===== src/inc/lv_status_pkg.sv =====
package lv_status_pkg;

    // ------------------------------------------------------------
    // register map (byte addresses)
    // ------------------------------------------------------------
    localparam logic [7:0] STATUS_OFFSET  = 8'h00;
    localparam logic [7:0] CONFIG_OFFSET  = 8'h04;
    localparam logic [7:0] CONTROL_OFFSET = 8'h08;
    localparam int         ADDR_WIDTH     = 8;

    // ------------------------------------------------------------
    // field positions
    // ------------------------------------------------------------
    localparam int STATUS_FLAG_BIT   = 0;
    localparam int STATUS_ACTIVE_BIT = 1;
    localparam int STATUS_RESET_BIT  = 2;
    localparam int CFG_ENABLE_BIT    = 0;
    localparam int CFG_RST_EN_BIT    = 1;
    localparam int CFG_PWRD_BIT      = 2;
    localparam int CFG_STOP_EN_BIT   = 3;
    localparam int CTL_WAIT_BIT      = 0;
    localparam int CTL_STOP_BIT      = 1;

    // ------------------------------------------------------------
    // reset values
    // ------------------------------------------------------------
    localparam logic [3:0] CONFIG_RESET  = 4'h3;
    localparam logic [1:0] CONTROL_RESET = 2'h0;

    // ------------------------------------------------------------
    // axi responses
    // ------------------------------------------------------------
    localparam logic [1:0] RESP_OKAY   = 2'h0;
    localparam logic [1:0] RESP_SLVERR = 2'h2;

    typedef enum logic [1:0] {
        MODE_RUN,
        MODE_WAIT,
        MODE_STOP
    } power_mode_t;

endpackage


===== src/hdl/low_voltage_status_logic.sv =====
`timescale 1ns/1ps
// How it works
// - flag sets on falling-trip report, clears on rising-trip report
// - between thresholds the flag keeps its previous value
// - any system reset forces the flag to zero
// - flag is readable even when reset generation is disabled
// - no interrupt request is ever raised
// - monitoring continues in wait mode; enabled reset wakes from wait
// - active in stop only with power-down clear and stop-enable set
// - active in stop with reset enabled issues a waking reset
module low_voltage_status_logic
    import lv_status_pkg::*;
(
    // clock and reset
    input  wire logic                  sys_clk_in,
    input  wire logic                  rst_b_in,
    // analog comparators
    input  wire logic                  below_falling_trip_in,
    input  wire logic                  above_rising_trip_in,
    // supervisor reset request and monitor active status
    output logic                       supervisor_reset_out,
    output logic                       supervisor_active_out,
    // axi4-lite write address
    input  wire logic                  s_axi_awvalid,
    output logic                       s_axi_awready,
    input  wire logic [ADDR_WIDTH-1:0] s_axi_awaddr,
    input  wire logic [2:0]            s_axi_awprot,
    // axi4-lite write data
    input  wire logic                  s_axi_wvalid,
    output logic                       s_axi_wready,
    input  wire logic [31:0]           s_axi_wdata,
    input  wire logic [3:0]            s_axi_wstrb,
    // axi4-lite write response
    output logic                       s_axi_bvalid,
    input  wire logic                  s_axi_bready,
    output logic [1:0]                 s_axi_bresp,
    // axi4-lite read address
    input  wire logic                  s_axi_arvalid,
    output logic                       s_axi_arready,
    input  wire logic [ADDR_WIDTH-1:0] s_axi_araddr,
    input  wire logic [2:0]            s_axi_arprot,
    // axi4-lite read data
    output logic                       s_axi_rvalid,
    input  wire logic                  s_axi_rready,
    output logic [31:0]                s_axi_rdata,
    output logic [1:0]                 s_axi_rresp
);

    // ------------------------------------------------------------
    // state
    // ------------------------------------------------------------
    typedef struct packed {
        logic                  flag;
        logic                  rst_req;
        logic [3:0]            cfg;
        logic [1:0]            ctl;
        logic                  aw_held;
        logic [ADDR_WIDTH-1:0] aw_addr;
        logic                  w_held;
        logic [31:0]           w_data;
        logic [3:0]            w_strb;
        logic                  bvalid;
        logic [1:0]            bresp;
        logic                  rvalid;
        logic [31:0]           rdata;
        logic [1:0]            rresp;
    } lv_state_t;

    lv_state_t state_q;
    lv_state_t state_d;

    // reset image: flag and handshakes clear, configuration at its defaults
    localparam lv_state_t STATE_RESET = '{
        flag:    1'b0,
        rst_req: 1'b0,
        cfg:     CONFIG_RESET,
        ctl:     CONTROL_RESET,
        aw_held: 1'b0,
        aw_addr: '0,
        w_held:  1'b0,
        w_data:  '0,
        w_strb:  '0,
        bvalid:  1'b0,
        bresp:   RESP_OKAY,
        rvalid:  1'b0,
        rdata:   '0,
        rresp:   RESP_OKAY
    };

    logic below_sync;
    logic above_sync;

    // ------------------------------------------------------------
    // comparator synchronisers
    // ------------------------------------------------------------
    // analog outputs move at any time; two stages keep a metastable sample off the flag
    localparam int TRIP_BELOW = 0;
    localparam int TRIP_ABOVE = 1;
    localparam int TRIP_COUNT = 2;

    logic [TRIP_COUNT-1:0] trip_raw;
    logic [TRIP_COUNT-1:0] trip_sync;

    assign trip_raw[TRIP_BELOW] = below_falling_trip_in;
    assign trip_raw[TRIP_ABOVE] = above_rising_trip_in;

    for (genvar g = 0; g < TRIP_COUNT; g++) begin : g_trip_sync
        lv_sync2 u_sync (
            .sys_clk_in (sys_clk_in),
            .rst_b_in   (rst_b_in),
            .async_in   (trip_raw[g]),
            .sync_out   (trip_sync[g])
        );
    end

    assign below_sync = trip_sync[TRIP_BELOW];
    assign above_sync = trip_sync[TRIP_ABOVE];

    // ------------------------------------------------------------
    // helpers
    // ------------------------------------------------------------
    function automatic power_mode_t decode_mode(input logic [1:0] ctl);
        power_mode_t m;
        m = MODE_RUN;
        if (ctl[CTL_STOP_BIT]) begin
            m = MODE_STOP;
        end else if (ctl[CTL_WAIT_BIT]) begin
            m = MODE_WAIT;
        end
        return m;
    endfunction

    function automatic logic addr_is(input logic [ADDR_WIDTH-1:0] a, input logic [7:0] off);
        return a == off;
    endfunction

    typedef enum logic [1:0] {
        SEL_STATUS,
        SEL_CONFIG,
        SEL_CONTROL,
        SEL_NONE
    } reg_sel_t;

    typedef logic [3:0]  cfg_t;
    typedef logic [1:0]  ctl_t;
    typedef logic [31:0] word_t;
    localparam int WRITE_LANE = 0;

    // one decoder for both channels keeps reads and writes agreeing on the map
    function automatic reg_sel_t decode_addr(input logic [ADDR_WIDTH-1:0] a);
        reg_sel_t s;
        s = SEL_NONE;
        if (addr_is(a, STATUS_OFFSET)) begin
            s = SEL_STATUS;
        end else if (addr_is(a, CONFIG_OFFSET)) begin
            s = SEL_CONFIG;
        end else if (addr_is(a, CONTROL_OFFSET)) begin
            s = SEL_CONTROL;
        end
        return s;
    endfunction

    function automatic word_t status_word(input logic flag, input logic act, input logic req);
        word_t w;
        w                    = '0;
        w[STATUS_FLAG_BIT]   = flag;
        w[STATUS_ACTIVE_BIT] = act;
        w[STATUS_RESET_BIT]  = req;
        return w;
    endfunction

    logic        active;
    power_mode_t mode;
    logic        do_write;
    logic        do_read;
    reg_sel_t    wr_sel;
    reg_sel_t    rd_sel;

    always_comb begin
        mode = decode_mode(state_q.ctl);
        case (mode)
            MODE_RUN:  active = state_q.cfg[CFG_ENABLE_BIT];
            MODE_WAIT: active = state_q.cfg[CFG_ENABLE_BIT];
            MODE_STOP: active = state_q.cfg[CFG_ENABLE_BIT] & ~state_q.cfg[CFG_PWRD_BIT]
                                & state_q.cfg[CFG_STOP_EN_BIT];
            default:   active = 1'b0;
        endcase
    end

    assign do_write = state_q.aw_held & state_q.w_held & ~state_q.bvalid;
    assign do_read  = s_axi_arvalid & ~state_q.rvalid;
    assign wr_sel   = decode_addr(state_q.aw_addr);
    assign rd_sel   = decode_addr(s_axi_araddr);

    // ------------------------------------------------------------
    // next state
    // ------------------------------------------------------------
    always_comb begin
        state_d = state_q;

        // flag with hysteresis; falling report wins if both assert
        if (active && below_sync) begin
            state_d.flag = 1'b1;
        end else if (active && above_sync) begin
            state_d.flag = 1'b0;
        end else begin
            state_d.flag = state_q.flag;
        end

        // reset request only while monitoring and enabled
        state_d.rst_req = active & state_d.flag & state_q.cfg[CFG_RST_EN_BIT];

        // write channel capture
        if (s_axi_awvalid && !state_q.aw_held) begin
            state_d.aw_held = 1'b1;
            state_d.aw_addr = s_axi_awaddr;
        end
        if (s_axi_wvalid && !state_q.w_held) begin
            state_d.w_held = 1'b1;
            state_d.w_data = s_axi_wdata;
            state_d.w_strb = s_axi_wstrb;
        end
        if (do_write) begin
            state_d.aw_held = 1'b0;
            state_d.w_held  = 1'b0;
            state_d.bvalid  = 1'b1;
            state_d.bresp   = RESP_OKAY;
            case (wr_sel)
                SEL_CONFIG: begin
                    if (state_q.w_strb[WRITE_LANE]) begin
                        state_d.cfg = cfg_t'(state_q.w_data);
                    end
                end
                SEL_CONTROL: begin
                    if (state_q.w_strb[WRITE_LANE]) begin
                        state_d.ctl = ctl_t'(state_q.w_data);
                    end
                end
                // status is read-only: the write is dropped but still answered okay
                SEL_STATUS: begin
                    state_d.bresp = RESP_OKAY;
                end
                default: begin
                    state_d.bresp = RESP_SLVERR;
                end
            endcase
        end
        if (state_q.bvalid && s_axi_bready) begin
            state_d.bvalid = 1'b0;
        end

        // a supervisor reset wakes the controller from wait or stop
        if (state_q.rst_req) begin
            state_d.ctl = CONTROL_RESET;
        end

        // read channel
        if (do_read) begin
            state_d.rvalid = 1'b1;
            state_d.rresp  = RESP_OKAY;
            state_d.rdata  = '0;
            case (rd_sel)
                SEL_STATUS: begin
                    state_d.rdata = status_word(state_q.flag, active, state_q.rst_req);
                end
                SEL_CONFIG: begin
                    state_d.rdata = word_t'(state_q.cfg);
                end
                SEL_CONTROL: begin
                    state_d.rdata = word_t'(state_q.ctl);
                end
                default: begin
                    state_d.rresp = RESP_SLVERR;
                end
            endcase
        end else if (state_q.rvalid && s_axi_rready) begin
            state_d.rvalid = 1'b0;
        end
    end

    // ------------------------------------------------------------
    // registers
    // ------------------------------------------------------------
    always_ff @(posedge sys_clk_in) begin
        if (!rst_b_in) begin
            state_q <= STATE_RESET;
        end else begin
            state_q <= state_d;
        end
    end

    // ------------------------------------------------------------
    // outputs; no interrupt port exists by design
    // ------------------------------------------------------------
    assign supervisor_reset_out  = state_q.rst_req;
    assign supervisor_active_out = active;
    assign s_axi_awready         = ~state_q.aw_held;
    assign s_axi_wready          = ~state_q.w_held;
    assign s_axi_bvalid          = state_q.bvalid;
    assign s_axi_bresp           = state_q.bresp;
    assign s_axi_arready         = ~state_q.rvalid;
    assign s_axi_rvalid          = state_q.rvalid;
    assign s_axi_rdata           = state_q.rdata;
    assign s_axi_rresp           = state_q.rresp;

endmodule


===== src/hdl/lv_sync2.sv =====
`timescale 1ns/1ps
module lv_sync2 (
    // clock and reset
    input  wire logic sys_clk_in,
    input  wire logic rst_b_in,
    // level
    input  wire logic async_in,
    output logic      sync_out
);

    typedef struct packed {
        logic first;
        logic second;
    } sync_state_t;

    sync_state_t state_q;
    sync_state_t state_d;

    always_comb begin
        state_d.first  = async_in;
        state_d.second = state_q.first;
    end

    always_ff @(posedge sys_clk_in) begin
        if (!rst_b_in) begin
            state_q <= '0;
        end else begin
            state_q <= state_d;
        end
    end

    assign sync_out = state_q.second;

endmodule


===== config.mk =====
export PLATFORM = sky130hd
export DESIGN_NAME = low_voltage_status_logic
export DESIGN_NICKNAME = d
export VERILOG_FILES = /design/src/inc/lv_status_pkg.sv /design/src/hdl/low_voltage_status_logic.sv /design/src/hdl/lv_sync2.sv
export SDC_FILE = /design/constraint.sdc
export NUM_CORES = 1
export LEC_CHECK = 0
export BUFFER_PORTS_ARGS = -buffer_cell sky130_fd_sc_hd__buf_2
export CAP_MARGIN = 40
export CORE_UTILIZATION = 38
export DETAILED_ROUTE_END_ITERATION = 8
export PLACE_DENSITY_LB_ADDON = 0.25
export SYNTH_ARGS = -nofsm -noshare
export SYNTH_HDL_FRONTEND = slang
export SYNTH_HIERARCHICAL = 1
export SYNTH_SLANG_ARGS = --single-unit
export TNS_END_PERCENT = 10

===== constraint.sdc =====
create_clock -name sys_clk_in -period 1.22 [get_ports sys_clk_in]
set_input_delay 0.061 -clock sys_clk_in [delete_from_list [all_inputs] [get_ports sys_clk_in]]
set_output_delay 0.061 -clock sys_clk_in [all_outputs]
set_load 0.01 [all_outputs]

==> flow_summary.toml <==
[status]
outcome = "complete, but fails checks"
violations = "negative setup slack"

[detailed_routing]
drcViolationCount = 0
wl_per_cell_um = 9.55
vias = 1233
drt-total-wl_mm = 2.73
drtPass1Iterations = 4
first_iter_violations = 12
vias_per_cell = 4.31
ant_nets = 0

[critical_path]
critPathArrivalTime_ps = 1450
start_kind = "register"
path_buf_inv = 1
crit_chain = "nor4_4 -> buf_4 -> nand4_4 -> mux2i_1 -> nand2_1"
worst-path-max-fanout = 6
crit_path_end_kind = "register"
timing.rr.start = "state_q[82]"
regToRegEndpoint = "state_q[87]"
regToRegSetupSlack_ps = -60
ff2ff_path_depth = 5
cp_top_family = "simple AND/OR/NAND/NOR gates"
cp_slowest_cell = "dfxtp_2"
crit_type = "register to register"
slowest_delay_ps = 340
worstPathRequired_ps = 1390

[yosys]
yosysTopAreaCell = "dfxtp_1"
syn_area_per_cell_um2 = 9.36
synth-xor-area-share_pct = 0
yosys.area_share.adder_pct = 0
synth_compound_area_share_pct = 6.32
synth_seq_cells = 35
netlist_top_cells_area = "dfxtp_1, buf_4, mux2i_1"
syn_area_um2 = 1720
ys_types = 31
synthSimpleGateAreaFrac_pct = 23.6
synthCells = 184
yosys_warnings = 6
synth_top_family_by_area = "simple AND/OR/NAND/NOR gates"
ys_seq_area_share_pct = 40.7
synth_top_area_share_pct = 40.7
muxShareOfSynthArea_pct = 11.0

[floorplanning]
die_area_um2 = 4810
die_h_um = 69.3
fp-row-count = 24
start_util_pct = 39.6
ios = 110
core_area_um2 = 4350
die_w_um = 69.3

[min_path]
whs_endpoint = "s_axi_rvalid"
min_path_cells = 2
hold_path.startpoint = "s_axi_arvalid"
hp-class = "primary input to register"

[timing]
maxSlewViolCount = 0
setup_violations = 3
period_share_pct = 105
setup_ws_ps = -57.8
skew_ps = 7.11
fin_crit_ps = 1280
grt_setup_unrepaired = "true"
finalHoldViolCount = 0
fmax_ghz = 0.783
holdWs_ps = 11.7

[cells_and_area]
nNetsFinal = 300
most-common-layout-cells = "buf_2, dfxtp_1, conb_1, nor2b_1, mux2i_1"
syn_to_final_growth_pct = 18.5
filler_cell_count = 437
antennaDiodeCount = 0
drive_gt1_share_pct = 29.1
stdcell_area_um2 = 2040
final_common_cell = "buf_2"

[cts]
cts_max_level = 2
ctsLongestPathBuffers = 2
cts.sinks = 35
cts_buffers = 5
insertion_delay_ps = 280
cts_tree = "built"
clk_pin_slew_ps = 70
cts_root_buf = "clkbuf_8"

[power_and_ir_drop]
combPwrFrac_pct = 14.2
swShare_pct = 25.5
leakage_nw = 0.982
power_frac_seq_pct = 52.0
p_int_mw = 1.76
power_mw = 2.36
peakVddDrop_uv = 526
clkPwrFrac_pct = 33.8
power.switching_uw = 603
powerDensity_nw_per_um2 = 1160

[job]
drv_cap = 0

[placed_design]
placed_cell_area_um2 = 1890
portBuffers = 42
routabilityCongestion = 0.718
place_ws_ps = -71.8
dpl.hpwl_mm = 2.09

[global_routing]
grt_first_pass_wirelength_mm = 4.50
grt_pass1_vias = 1011
grt.overflow.total = 0
antenna_found_initial = 0
grt_max_degree = 30
grt_util_all_layers_pct = 11.9
[cells in the mapped netlist]
cell and count:
a21boi_0 1, a21boi_1 1, a21oi_1 1, a221oi_1 1
a22oi_1 1, a31o_2 1, and2_1 5, and3b_1 4
and4b_1 1, buf_2 4, buf_4 36, clkbuf_1 3
conb_1 1, dfxtp_1 35, inv_1 3, mux2i_1 19
nand2_1 12, nand2b_1 5, nand3_1 4, nand3b_1 1
nand4_1 3, nand4_2 1, nor2_1 10, nor2b_1 19
nor3_1 1, nor4_2 1, nor4_4 1, o2111a_1 1
o211a_1 2, o21a_1 1, o21ai_0 5
[metal layers]
metal / vias up / global-route usage (%) / share of wire, %
met5: - / 0 / 0
met4: 0 / 5.44 / 1.5
met3: 5 / 5.09 / 6.7
met2: 52 / 17.3 / 43
met1: 534 / 15.1 / 49
li1: 642 / - / -
[power groups by stage]
stage	sequential, mW	combinational [mW]	clock [mW]
final	1.23	0.336	0.799
after CTS	1.23	0.328	0.831
after floorplan	1.25	0.278	0
after global placement	1.25	0.315	0
after global routing	1.24	0.373	0.887
after detailed placement	1.25	0.318	0
[area by class of cell]
class	count	area, um2	area share [%]
Clock inverter	2	12.5	0.613
Multi-Input combinational cell	132	832	40.7
Inverter	3	11.3	0.551
Clock buffer	6	72.6	3.55
Timing Repair Buffer	56	344	16.9
Sequential cell	35	704	34.5
Tap cell	52	65.1	3.19
[flip-flops by register name (all words and copies together), names as in the netlist]
register,cells
s_axi_rvalid,1
state_q,22
s_axi_rdata,4
g_trip_sync.u_sync/state_d,2
supervisor_reset_out,1
s_axi_bvalid,1
g_trip_sync.u_sync/sync_out,2
s_axi_rresp,1
s_axi_bresp,1
[cell families after synthesis]
kind of cell | count (synthesis)
compound gates | 15
buf+inv | 46
flops | 35
mux | 19
other cells | 1
simple gates | 68
[through the flow]
| step | TNS, ps | instances | util, % |
|---|---|---|---|
| floorplan | 0 | 213 | - |
| global placement | -226 | 273 | 43.4 |
| detailed placement | -226 | 273 | 43.4 |
| CTS | -266 | 285 | 46.4 |
| global route | -581 | 286 | 46.9 |
| finish | -104 | 286 | 46.9 |
[timing repair]
| action | in CTS | in global routing |
|---|---|---|
| endpoints found under the hold margin | 4 | 0 |
| setup buffers | 0 | 1 |
| hold buffers | 4 | 0 |
| resized for setup | 2 | 4 |
| setup endpoints to repair | 7 | 7 |
| pin swaps | 1 | 5 |
[how the worst max path moves through the flow]
stage / start / end / depth (start not counted)
3_5_place_dp: state_q[79] / state_q[87] / 4
3_3_place_gp: state_q[79] / state_q[87] / 4
2_1_floorplan: s_axi_bvalid / state_q[86] / 5
5_1_grt: state_q[82] / state_q[87] / 5
4_1_cts: state_q[79] / state_q[87] / 4
6_report: state_q[82] / state_q[87] / 5
Note: power is estimated with default switching activity, not from simulation.
